$ cat config.mk
export PLATFORM = sky130hd
export DESIGN_NAME = lpmc_low_power_ctrl
export DESIGN_NICKNAME = d
export VERILOG_FILES = /design/src/lpmc_pkg.sv /design/src/lpmc_low_power_ctrl.sv
export VERILOG_INCLUDE_DIRS = /design/src
export SDC_FILE = /design/constraint.sdc
export NUM_CORES = 1
export LEC_CHECK = 0
export BUFFER_PORTS_ARGS = -buffer_cell sky130_fd_sc_hd__buf_2
export CAP_MARGIN = 30
export CORE_AREA = 2 2 87 151
export CTS_CLUSTER_DIAMETER = 40
export DETAILED_ROUTE_END_ITERATION = 6
export DIE_AREA = 0 0 89 153
export PLACE_DENSITY_LB_ADDON = 0.25
export SLEW_MARGIN = 20
export SYNTH_ARGS = -nofsm -noshare
export SYNTH_HDL_FRONTEND = slang
export SYNTH_SLANG_ARGS = --single-unit
$ cat constraint.sdc
create_clock -name i_ref_clk -period 3.1 [get_ports i_ref_clk]
set_input_delay 0.31 -clock i_ref_clk [delete_from_list [all_inputs] [get_ports i_ref_clk]]
set_output_delay 0.31 -clock i_ref_clk [all_outputs]
set_load 0.05 [all_outputs]
$ cat src/lpmc_cfg.svh
// constants for the low-power mode controller: offsets, bit positions, timing
// assumes the register word is reached over axi4-lite at byte addresses
`ifndef LPMC_CFG_SVH
`define LPMC_CFG_SVH
// ==========================================
// register map
`define LPMC_PWR_CTRL_IDX 8'h87
`define LPMC_PWR_CTRL_ADDR 10'h21C
`define LPMC_STATUS_ADDR 10'h220
`define LPMC_WAKE_EN_ADDR 10'h224
`define LPMC_WDOG_CTRL_ADDR 10'h228
// ==========================================
// fields
`define LPMC_IDLE_BIT 0
`define LPMC_PDOWN_BIT 1
`define LPMC_WDOG_RUN_BIT 4
`define LPMC_PWR_CTRL_RST 8'h00
`define LPMC_WAKE_EN_RST 8'h00
`define LPMC_WDOG_CTRL_RST 8'h00
`define LPMC_NUM_WAKE 6
// ==========================================
// timing: oscillator settle after power-down wake, in ns
`define LPMC_OSC_SETTLE_NS 1000
`define LPMC_CLK_NS 50
`define LPMC_OSC_SETTLE_CYC ((`LPMC_OSC_SETTLE_NS + `LPMC_CLK_NS - 1) / `LPMC_CLK_NS)
`endif

$ cat src/lpmc_pkg.sv
// types for the low-power mode controller
// assumes lpmc_cfg.svh is compiled alongside
package lpmc_pkg;
  typedef enum logic [2:0] {LPMC_RUN, LPMC_IDLE, LPMC_PDOWN, LPMC_SETTLE, LPMC_ISR} lpmc_state_t;
  typedef logic [5:0] lpmc_wake_t;
endpackage

$ cat src/lpmc_low_power_ctrl.sv
// low-power mode controller: idle and power-down sequencing, clock gates, wake
// assumes core holds its state while o_cpu_clk_en is low and an axi4-lite master
// What this block does
// - power-down request stops cpu and peripheral clocks, holds program counter
// - power-down wake clears request, runs waking handler, resumes after request
// - both requests together enter power-down only, never idle afterwards
// - enabled interrupt ends idle, clears idle request, starts handler
// - any reset but software reset ends idle
// - idle preserves all cpu registers and port pin levels
// - requesting instruction is last executed until idle exits
// - power-down stops flash, keeps ram, holds port pin values
// - every reset but software reset ends power-down; pin/por restart vector
// - external interrupt restarts clock; handler waits for stable oscillator
// - wake sources: two external, pin change, watchdog, wake timer, brown-out
`include "lpmc_cfg.svh"
module lpmc_low_power_ctrl
(
  input wire logic i_ref_clk,
  input wire logic i_rst_n,
  input wire logic [9:0] s_axi_awaddr,
  input wire logic s_axi_awvalid,
  output logic s_axi_awready,
  input wire logic [31:0] s_axi_wdata,
  input wire logic [3:0] s_axi_wstrb,
  input wire logic s_axi_wvalid,
  output logic s_axi_wready,
  output logic [1:0] s_axi_bresp,
  output logic s_axi_bvalid,
  input wire logic s_axi_bready,
  input wire logic [9:0] s_axi_araddr,
  input wire logic s_axi_arvalid,
  output logic s_axi_arready,
  output logic [31:0] s_axi_rdata,
  output logic [1:0] s_axi_rresp,
  output logic s_axi_rvalid,
  input wire logic s_axi_rready,
  input wire lpmc_pkg::lpmc_wake_t i_wake_irq,
  input wire logic i_hw_reset_evt,
  input wire logic i_isr_done,
  output logic o_cpu_clk_en,
  output logic o_periph_clk_en,
  output logic o_osc_stop,
  output logic o_flash_stop,
  output logic o_port_hold,
  output logic o_wake_irq_valid,
  output lpmc_pkg::lpmc_wake_t o_wake_src,
  output logic o_wdt_run_in_sleep,
  output lpmc_pkg::lpmc_state_t o_state
);
  import lpmc_pkg::*;

  // ==========================================
  // registers
  lpmc_state_t state;
  lpmc_state_t next_state;
  logic [7:0] power_control;
  logic [7:0] wake_enable;
  logic [7:0] watchdog_control;
  lpmc_wake_t wake_sync1;
  lpmc_wake_t wake_sync2;
  lpmc_wake_t wake_src;
  logic [15:0] settle_cnt;
  logic aw_held;
  logic w_held;
  logic [9:0] aw_addr;
  logic [31:0] w_data;
  logic [3:0] w_strb;

  // ==========================================
  // bus write path
  wire do_write = aw_held && w_held && !s_axi_bvalid;
  wire hit_pwr = aw_addr == `LPMC_PWR_CTRL_ADDR;
  wire hit_wen = aw_addr == `LPMC_WAKE_EN_ADDR;
  wire hit_wdog = aw_addr == `LPMC_WDOG_CTRL_ADDR;
  wire hit_stat = aw_addr == `LPMC_STATUS_ADDR;
  wire wr_ok = hit_pwr || hit_wen || hit_wdog || hit_stat;
  wire wr_lane0 = do_write && w_strb[0];
  wire pwr_wr = wr_lane0 && hit_pwr && (state == LPMC_RUN || state == LPMC_ISR);

  assign s_axi_awready = !aw_held;
  assign s_axi_wready = !w_held;

  always_ff @(posedge i_ref_clk or negedge i_rst_n)
  begin
    if (!i_rst_n)
    begin
      aw_held <= 1'b0;
      aw_addr <= 10'h000;
    end
    else if (s_axi_awvalid && !aw_held)
    begin
      aw_held <= 1'b1;
      aw_addr <= s_axi_awaddr;
    end
    else if (do_write)
      aw_held <= 1'b0;
  end

  always_ff @(posedge i_ref_clk or negedge i_rst_n)
  begin
    if (!i_rst_n)
    begin
      w_held <= 1'b0;
      w_data <= 32'h00000000;
      w_strb <= 4'h0;
    end
    else if (s_axi_wvalid && !w_held)
    begin
      w_held <= 1'b1;
      w_data <= s_axi_wdata;
      w_strb <= s_axi_wstrb;
    end
    else if (do_write)
      w_held <= 1'b0;
  end

  always_ff @(posedge i_ref_clk or negedge i_rst_n)
  begin
    if (!i_rst_n)
    begin
      s_axi_bvalid <= 1'b0;
      s_axi_bresp <= 2'h0;
    end
    else if (do_write)
    begin
      s_axi_bvalid <= 1'b1;
      s_axi_bresp <= wr_ok ? 2'h0 : 2'h2;
    end
    else if (s_axi_bready)
      s_axi_bvalid <= 1'b0;
  end

  // ==========================================
  // bus read path
  wire [7:0] status_word = {3'h0, o_osc_stop, 1'b0, 3'(state)};
  wire [9:0] ra = s_axi_araddr;
  wire rd_hit = ra == `LPMC_PWR_CTRL_ADDR || ra == `LPMC_WAKE_EN_ADDR
    || ra == `LPMC_WDOG_CTRL_ADDR || ra == `LPMC_STATUS_ADDR;
  wire [7:0] rd_byte = ra == `LPMC_PWR_CTRL_ADDR ? power_control
    : ra == `LPMC_WAKE_EN_ADDR ? wake_enable
    : ra == `LPMC_WDOG_CTRL_ADDR ? watchdog_control
    : ra == `LPMC_STATUS_ADDR ? status_word : 8'h00;

  assign s_axi_arready = !s_axi_rvalid;

  always_ff @(posedge i_ref_clk or negedge i_rst_n)
  begin
    if (!i_rst_n)
    begin
      s_axi_rvalid <= 1'b0;
      s_axi_rdata <= 32'h00000000;
      s_axi_rresp <= 2'h0;
    end
    else if (s_axi_arvalid && !s_axi_rvalid)
    begin
      s_axi_rvalid <= 1'b1;
      s_axi_rdata <= {24'h000000, rd_byte};
      s_axi_rresp <= rd_hit ? 2'h0 : 2'h2;
    end
    else if (s_axi_rready)
      s_axi_rvalid <= 1'b0;
  end

  // ==========================================
  // wake synchroniser; first stage feeds only the second
  // synchronise wake
  always_ff @(posedge i_ref_clk or negedge i_rst_n)
  begin
    if (!i_rst_n)
    begin
      wake_sync1 <= 6'h00;
      wake_sync2 <= 6'h00;
    end
    else
    begin
      wake_sync1 <= i_wake_irq;
      wake_sync2 <= wake_sync1;
    end
  end

  wire lpmc_wake_t wake_hit = wake_sync2 & wake_enable[5:0];
  wire any_wake = |wake_hit;
  wire settle_done = settle_cnt == 16'(`LPMC_OSC_SETTLE_CYC - 1);

  // ==========================================
  // mode sequencer
  always_comb
  begin
    next_state = state;
    case (state)
      LPMC_RUN:
        if (pwr_wr && w_data[`LPMC_PDOWN_BIT])
          next_state = LPMC_PDOWN;
        else if (pwr_wr && w_data[`LPMC_IDLE_BIT])
          next_state = LPMC_IDLE;
      LPMC_IDLE:
        if (i_hw_reset_evt)
          next_state = LPMC_RUN;
        else if (any_wake)
          next_state = LPMC_ISR;
      LPMC_PDOWN:
        if (i_hw_reset_evt)
          next_state = LPMC_RUN;
        else if (any_wake)
          next_state = LPMC_SETTLE;
      LPMC_SETTLE:
        if (i_hw_reset_evt)
          next_state = LPMC_RUN;
        else if (settle_done)
          next_state = LPMC_ISR;
      LPMC_ISR:
        if (pwr_wr && w_data[`LPMC_PDOWN_BIT])
          next_state = LPMC_PDOWN;
        else if (pwr_wr && w_data[`LPMC_IDLE_BIT])
          next_state = LPMC_IDLE;
        else if (i_isr_done || i_hw_reset_evt)
          next_state = LPMC_RUN;
      default:
        next_state = LPMC_RUN;
    endcase
  end

  always_ff @(posedge i_ref_clk or negedge i_rst_n)
  begin
    if (!i_rst_n)
      state <= LPMC_RUN;
    else
      state <= next_state;
  end

  always_ff @(posedge i_ref_clk or negedge i_rst_n)
  begin
    if (!i_rst_n)
      settle_cnt <= 16'h0000;
    else if (state == LPMC_SETTLE)
      settle_cnt <= settle_cnt + 16'h0001;
    else
      settle_cnt <= 16'h0000;
  end

  // latch the waking source for the handler
  always_ff @(posedge i_ref_clk or negedge i_rst_n)
  begin
    if (!i_rst_n)
      wake_src <= 6'h00;
    else if ((state == LPMC_IDLE || state == LPMC_PDOWN) && any_wake)
      wake_src <= wake_hit;
  end

  // ==========================================
  // control registers
  // clear request on wake
  wire leave_low = (state == LPMC_IDLE || state == LPMC_PDOWN || state == LPMC_SETTLE)
    && next_state != state && next_state != LPMC_SETTLE;
  wire [7:0] pwr_wval = w_data[`LPMC_PDOWN_BIT] ? (w_data[7:0] & 8'hFE) : w_data[7:0];

  always_ff @(posedge i_ref_clk or negedge i_rst_n)
  begin
    if (!i_rst_n)
      power_control <= `LPMC_PWR_CTRL_RST;
    else if (leave_low)
      power_control <= power_control & 8'hFC;
    else if (pwr_wr)
      power_control <= pwr_wval;
  end

  always_ff @(posedge i_ref_clk or negedge i_rst_n)
  begin
    if (!i_rst_n)
    begin
      wake_enable <= `LPMC_WAKE_EN_RST;
      watchdog_control <= `LPMC_WDOG_CTRL_RST;
    end
    else
    begin
      if (wr_lane0 && hit_wen)
        wake_enable <= w_data[7:0];
      if (wr_lane0 && hit_wdog)
        watchdog_control <= w_data[7:0];
    end
  end

  // ==========================================
  // outputs
  // stop both clocks in power-down and settle, only the cpu clock in idle
  wire in_pdown = state == LPMC_PDOWN;
  assign o_cpu_clk_en = state == LPMC_RUN || state == LPMC_ISR;
  assign o_periph_clk_en = !(in_pdown || state == LPMC_SETTLE);
  assign o_osc_stop = in_pdown;
  assign o_flash_stop = in_pdown || state == LPMC_SETTLE;
  assign o_port_hold = !o_cpu_clk_en;
  assign o_wake_irq_valid = state == LPMC_ISR;
  assign o_wake_src = wake_src;
  assign o_wdt_run_in_sleep = watchdog_control[`LPMC_WDOG_RUN_BIT];
  assign o_state = state;
endmodule

==> results of run 1 <==
==> sequential cells by signal, summed over array words and instances, names as in the netlist <==
name,count
settle_cnt,16
aw_addr,10
power_control,8
s_axi_rdata,8
w_data,8
wake_enable,8
watchdog_control,8
o_wake_src,6
wake_sync1,6
wake_sync2,6
o_state,3
aw_held,1
s_axi_bresp,1
s_axi_bvalid,1
s_axi_rresp,1
s_axi_rvalid,1
w_held,1
w_strb,1
==> layout make-up <==
type | count | area [µm²] | share of cell area
multi-input cells | 251 | 1680 | 0.335
clock inverters | 7 | 78.8 | 0.0157
well taps | 168 | 210 | 0.0419
clock buffers | 9 | 225 | 0.0449
repair buffers | 78 | 400 | 0.0799
inverters | 18 | 67.6 | 0.0135
flip-flops and latches | 94 | 2350 | 0.469
==> synthesized netlist by cell type, drive strengths merged <==
| library cell | n | area (µm²) |
|---|---|---|
| inv | 18 | 67.6 |
| and2 | 1 | 6.26 |
| nand4b | 1 | 8.76 |
| nor3 | 9 | 45.0 |
| a21o | 1 | 7.51 |
| clkbuf | 8 | 30.0 |
| nand2b | 4 | 25.0 |
| a21oi | 9 | 45.0 |
| mux2 | 40 | 450 |
| o31ai | 4 | 30.0 |
| and3 | 3 | 18.8 |
| mux2i | 3 | 30.0 |
| buf | 27 | 200 |
| o2111ai | 1 | 8.76 |
| a211oi | 1 | 7.51 |
| xnor2 | 6 | 52.6 |
| nor4b | 2 | 17.5 |
| a22oi | 7 | 52.6 |
| a221oi | 5 | 43.8 |
| nand3 | 14 | 70.1 |
| nand4 | 3 | 18.8 |
| dfrtp | 94 | 2350 |
| nor2 | 24 | 90.1 |
| a22o | 4 | 35.0 |
| nand3b | 4 | 30.0 |
| conb | 1 | 3.75 |
| o21ai | 23 | 115 |
| nand2 | 26 | 100 |
| nor3b | 2 | 37.5 |
| o31a | 1 | 8.76 |
| xor2 | 6 | 52.6 |
| ha | 1 | 12.5 |
| o211ai | 1 | 7.51 |
| nor2b | 7 | 43.8 |
| nor4 | 4 | 40.0 |
| or3 | 3 | 18.8 |
| and4 | 2 | 17.5 |
| or4 | 1 | 11.3 |
| o21a | 2 | 15.0 |
==> per-stage QoR <==
step	area, µm²	hold slack (ps)	total power, mW
finish	5010	41.5	3.30
global route	5010	55.3	3.49
CTS	5010	60.9	3.36
detailed placement	4700	335	2.23
global placement	4700	336	2.21
floorplan	4330	14.4	2.04
==> logic make-up after synthesis <==
kind of cell	synth area share
simple gates	0.142
flops	0.556
compound gates	0.0891
buf+inv	0.0704
mux	0.114
xor+xnor	0.0249
fa+ha+maj	0.00296
other cells	0.000887
==> worst paths after layout <==
kind	start	end	slack (ps)	cells past startpoint
setup / recovery	aw_addr[1]	watchdog_control[3]	680	5
hold reg to reg	wake_sync1[2]	wake_sync2[2]	350	0
min in group i_ref_clk	i_wake_irq[4]	wake_sync1[4]	70	1
max in group asynchronous	i_rst_n	wake_sync1[1]	2300	2
hold / removal	i_rst_n	settle_cnt[15]	40	1
setup reg to reg	aw_addr[1]	watchdog_control[3]	680	5
==> power breakdown <==
group	leakage (nW)	total, mW	internal (mW)	switching [mW]
registers	1.23	1.56	1.40	0.156
logic	0.949	0.627	0.241	0.386
clock network	0.151	1.11	0.635	0.477
total	2.33	3.30	2.28	1.02
==> critical path, cell delays in order, from the launching register on <==
cell	delay, ps
dfrtp_1	380
or4_4	560
nor4_4	350
nand2_2	150
nor3b_4	470
mux2_2	390
==> metal layers <==
layer	up-vias	routed length [µm]
met5	-	0
met4	0	158
met3	8	363
met2	67	5010
met1	1482	3500
li1	1415	-
==> impl_metrics.py, run 1 <==
metrics = {
    "grt": {
        "grt_pass1_wl_um": 15200,
        "antenna_found_initial": 0,
        "grt_util_met1": 0.163,
        "grt_max_degree": 63,
        "grt-busiest-layer": "met2",
        "use_met2": 0.257,
        "grt-ovfl-total": 0,
        "grt_usage": 0.144,
        "use_met3": 0.0270,
        "first_global_vias": 3078,
    },
    "setup_path": {
        "arrival_ps": 2640,
        "cp_max_fo": 8,
        "worstSetupEndpointType": "flip-flop",
        "path_class": "reg -> reg",
        "critPathLaunchType": "flip-flop",
        "required_ps": 3320,
    },
    "yosys": {
        "yosysWarningCount": 0,
        "synthesis.area_um2": 4230,
        "ys_ff_latch": 94,
        "syn_area_per_cell_um2": 11.3,
        "syn_inst": 373,
        "ys_seq_area_frac": 0.556,
        "synth_cell_types": 43,
    },
    "clock_network": {
        "cts_root_buffer": "clkbuf_16",
        "cts_buffer_depth": 2,
        "ctsHtreeMaxLevel": 3,
        "ctsHoldBuffers": 0,
        "cts_buffers": 9,
        "cts_sinks": 94,
        "cts-resized-gates": 0,
        "cts_tree": "done",
        "clkTransAtPathRegs_ps": 70,
        "insertion_delay_ps": 340,
        "cts_setup_buffers": 0,
    },
    "place": {
        "dpl.hpwl_um": 6930,
        "gp_congestion": 0.750,
        "dpl_worst_slack_ps": 653,
        "place_inst": 608,
        "io_buffers": 74,
    },
    "sta": {
        "setup_tns_ps": 0,
        "slew_violations": 0,
        "finalCritPeriodShare": 0.779,
        "finalHoldViolations": 0,
        "rsz0062_at_grt": "false",
        "skew_ps": 5.17,
        "relSlewSlack": 0.425,
        "setup_viol": 0,
        "worst_pin_slew_ps": 861,
        "max_freq_ghz": 0.414,
        "setup_slack_ps": 684,
        "fin_crit_ps": 2420,
    },
    "pwr": {
        "power_density_nw_per_um2": 658,
        "irDropWorstVdd_uv": 306,
        "p_leak_nw": 2.33,
    },
    "routing": {
        "drt.antenna.violating_nets": 0,
        "vias": 2972,
        "drt_iter0_drc": 110,
        "drtPass1Iterations": 4,
        "routedWlPerCell_um": 14.4,
        "via_per_inst": 4.76,
        "drt_wl_total_um": 9030,
        "drc": 0,
    },
    "min_path": {
        "hold_path.class": "in -> async",
    },
    "cells_and_area": {
        "n_antenna_cell": 0,
        "layout_commonest_cell": "dfrtp_1",
        "final_cell_mix": "94 x dfrtp_1, 73 x buf_2, 39 x mux2_2",
        "drive_gt1_frac": 0.306,
        "final_core_utilization": 0.403,
        "fillCellCount": 1257,
        "area_delta_synth_final_pct": 18.5,
        "instances_no_fill": 625,
        "num-nets-final": 524,
    },
    "floorplanning": {
        "fp.dieH_um": 153,
        "coreArea_um2": 12400,
        "ios": 128,
        "rows": 54,
        "die_area_um2": 13600,
        "die_w_um": 89,
        "start_util": 0.340,
    },
    "outcome": {
        "outcome": "completed",
    },
    "flow_run": {
        "max-cap-violations": 0,
    },
}
Note: power is estimated with default switching activity, not from simulation.
==> run 2, diff against run 1 <==
Settings changed: ABC_AREA set to 1, CORE_AREA 2 2 87 151 to 2 2 89 155, DIE_AREA 0 0 89 153 to 0 0 91 157.
Clock period 3.1 ns to 2.49 ns, I/O delays scaled along.
==> impl_metrics.py, run 2 <==
metrics = {
    "outcome": {
        "outcome": "completed",
    },
    "sta": {
        "max_freq_ghz": 0.540,
        "skew_ps": 10.9,
        "setup_viol": 0,
        "finalCritPeriodShare": 0.744,
        "slew_violations": 0,
        "fin_crit_ps": 1850,
        "setup_tns_ps": 0,
        "worst_pin_slew_ps": 627,
        "relSlewSlack": 0.582,
        "rsz0062_at_grt": "false",
        "finalHoldViolations": 0,
    },
    "floorplanning": {
        "rows": 55,
        "ios": 128,
        "fp.dieH_um": 157,
        "die_area_um2": 14300,
        "die_w_um": 91,
        "start_util": 0.345,
        "coreArea_um2": 12900,
    },
    "cells_and_area": {
        "top_regs": "settle_cnt: 16 flops, aw_addr: 10 flops",
        "top_register": "settle_cnt",
        "drive_gt1_frac": 0.217,
        "layout_commonest_cell": "nand2_1",
        "n_antenna_cell": 0,
        "num-nets-final": 672,
        "final_cell_mix": "108 x nand2_1, 94 x dfrtp_1, 73 x buf_2",
        "fin_area_um2": 5240,
        "fillCellCount": 1347,
        "largest_reg_flops": 16,
        "area_delta_synth_final_pct": 17.4,
    },
    "min_path": {
        "hold_start": "i_wake_irq[1]",
        "min_to": "wake_sync1[1]",
        "hold_depth": 1,
        "hold_path.class": "in -> reg",
    },
    "routing": {
        "via_per_inst": 4.51,
        "drt_wl_total_um": 9920,
        "drt_iter0_drc": 180,
        "drc": 0,
        "drtPass1Iterations": 5,
        "drt.antenna.violating_nets": 0,
        "vias": 3499,
        "routedWlPerCell_um": 12.8,
    },
    "place": {
        "dpl.hpwl_um": 7690,
        "place_area_um2": 4950,
        "io_buffers": 74,
        "gp_congestion": 0.878,
    },
    "yosys": {
        "ys_ff_latch": 94,
        "ys.flop_type": "dfrtp_1",
        "synth.area.top_cells": "dfrtp_1 53%, nand2_1 9.1%, inv_1 5.0%",
        "synth_common_cells": "108 x nand2_1, 94 x dfrtp_1, 60 x inv_1",
        "synthMostInstantiatedCell": "nand2_1",
        "syn_area_per_cell_um2": 8.57,
        "synth-edff-count": 0,
        "synth_cell_types": 34,
        "syn_inst": 521,
        "yosysWarningCount": 0,
        "synthesis.area_um2": 4460,
        "yosys.area.top_type": "dfrtp_1",
        "synth_top_area_frac": 0.527,
        "ys_seq_area_frac": 0.527,
        "async_flop_share": 1.00,
    },
    "grt": {
        "grt-ovfl-total": 0,
        "grt_max_degree": 49,
        "first_global_vias": 3452,
        "grt_usage": 0.146,
        "grt_pass1_wl_um": 16600,
        "antenna_found_initial": 0,
    },
    "clock_network": {
        "cts_sinks": 94,
        "cts_tree": "done",
        "clkTransAtPathRegs_ps": 70,
        "cts_root_buffer": "clkbuf_16",
        "ctsHtreeMaxLevel": 3,
        "cts_buffers": 9,
        "cts_buffer_depth": 2,
        "insertion_delay_ps": 340,
    },
    "setup_path": {
        "arrival_ps": 2120,
        "path_class": "reg -> reg",
        "required_ps": 2760,
        "cp_cell_sequence": "ha_1 -> nand4_2 -> nor2_2 -> nand2_2 -> nor3_4 -> nand3_2 -> nor2_2 -> nand2_1 -> nand2_1 -> inv_1 -> nor2_1",
        "worstSetupEndpointType": "flip-flop",
        "r2r_start": "settle_cnt[0]",
        "cp_slowest_stage_delay_ps": 390,
        "cp_max_fo": 5,
        "r2r_cells": 11,
        "critPathLaunchType": "flip-flop",
        "critPathSlowestCell": "dfrtp_1",
        "worstReg2RegEnd": "settle_cnt[14]",
        "r2r_slack_ps": 640,
        "crit_start": "settle_cnt[0]",
    },
    "pwr": {
        "p_leak_nw": 2.63,
        "irDropWorstVdd_uv": 621,
        "power_density_nw_per_um2": 760,
    },
    "flow_run": {
        "max-cap-violations": 0,
    },
}
run 2: changes by cell type in the layout (fill, tap and decap cells not counted), sizes merged, moves of 6 or more:
cell and delta:
a22oi -6, mux2 -32, inv +53, nor3 +8, xnor2 -6, nor2 +34, o21ai +30, a21oi +13
nand2 +86, nand3 +9, nor2b -7
run 2: timing repair:
item | in CTS | in global routing
resized for setup | 0 | 0
hold buffers | 1 | 0
buffers inserted | 0 | 0
hold endpoints to repair | 46 | 0
run 2: how the worst max path moves through the flow:
stage / slack, ps / cells past startpoint / to
global placement: 710 / 6 / watchdog_control[1]
global route: 400 / 6 / watchdog_control[4]
detailed placement: 660 / 11 / settle_cnt[14]
floorplan: 150 / 11 / power_control[0]
finish: 640 / 11 / settle_cnt[14]
CTS: 650 / 11 / settle_cnt[14]
run 2: cell type report:
cell class	count	area [µm²]	area share
Inverter	74	305	0.0583
Tap cell	171	214	0.0408
Sequential cell	94	2350	0.449
Clock inverter	7	55.1	0.0105
Clock buffer	9	225	0.0430
Timing Repair Buffer	77	410	0.0783
Multi-Input combinational cell	344	1680	0.320
run 2: logic make-up (layout without fill, tap and decap cells):
logic type / Yosys count / after routing / share of synthesized area
xor+xnor: 2 / 2 / 0.00392
fa+ha+maj: 1 / 1 / 0.00280
compound gates: 87 / 87 / 0.105
simple gates: 220 / 220 / 0.221
flops: 94 / 94 / 0.527
other cells: 1 / 26 / 0.000840
buf+inv: 108 / 167 / 0.119
mux: 8 / 8 / 0.0202
run 2: through the flow:
| step | utilization | hold slack, ps | power (mW) | cells | setup WS, ps |
|---|---|---|---|---|---|
| final | 0.405 | 17.5 | 3.98 | 776 | 638 |
| after global routing | 0.405 | 4.95 | 4.24 | 776 | 402 |
| after CTS | 0.405 | 1.75 | 4.05 | 776 | 646 |
| after detailed placement | 0.383 | 309 | 2.74 | 759 | 664 |
| after global placement | 0.383 | 300 | 2.71 | 759 | 706 |
| after floorplan | - | -46.6 | 2.54 | 546 | 155 |
run 2: routing by layer:
layer	track usage	vias up	wire length [µm]
met5	0	-	0
met3	0.0182	12	267
met2	0.271	80	5460
met4	0.0772	0	303
met1	0.161	1627	3890
li1	-	1780	-
run 2: power breakdown:
group          switching (mW)  total [mW]  internal, mW
registers               0.112        1.86          1.75
clock network           0.598        1.29         0.689
logic                   0.598       0.834         0.237
total                    1.31        3.98          2.68
run 2: worst max-delay path: cells and delay by family, from the launching register on:
| family | cells | cell delay (ps) |
|---|---|---|
| AND/OR/NAND/NOR | 9 | 1110 |
| flip-flops | 1 | 390 |
| adder cells (fa/ha/maj) | 1 | 250 |
| buffers and inverters | 1 | 40 |
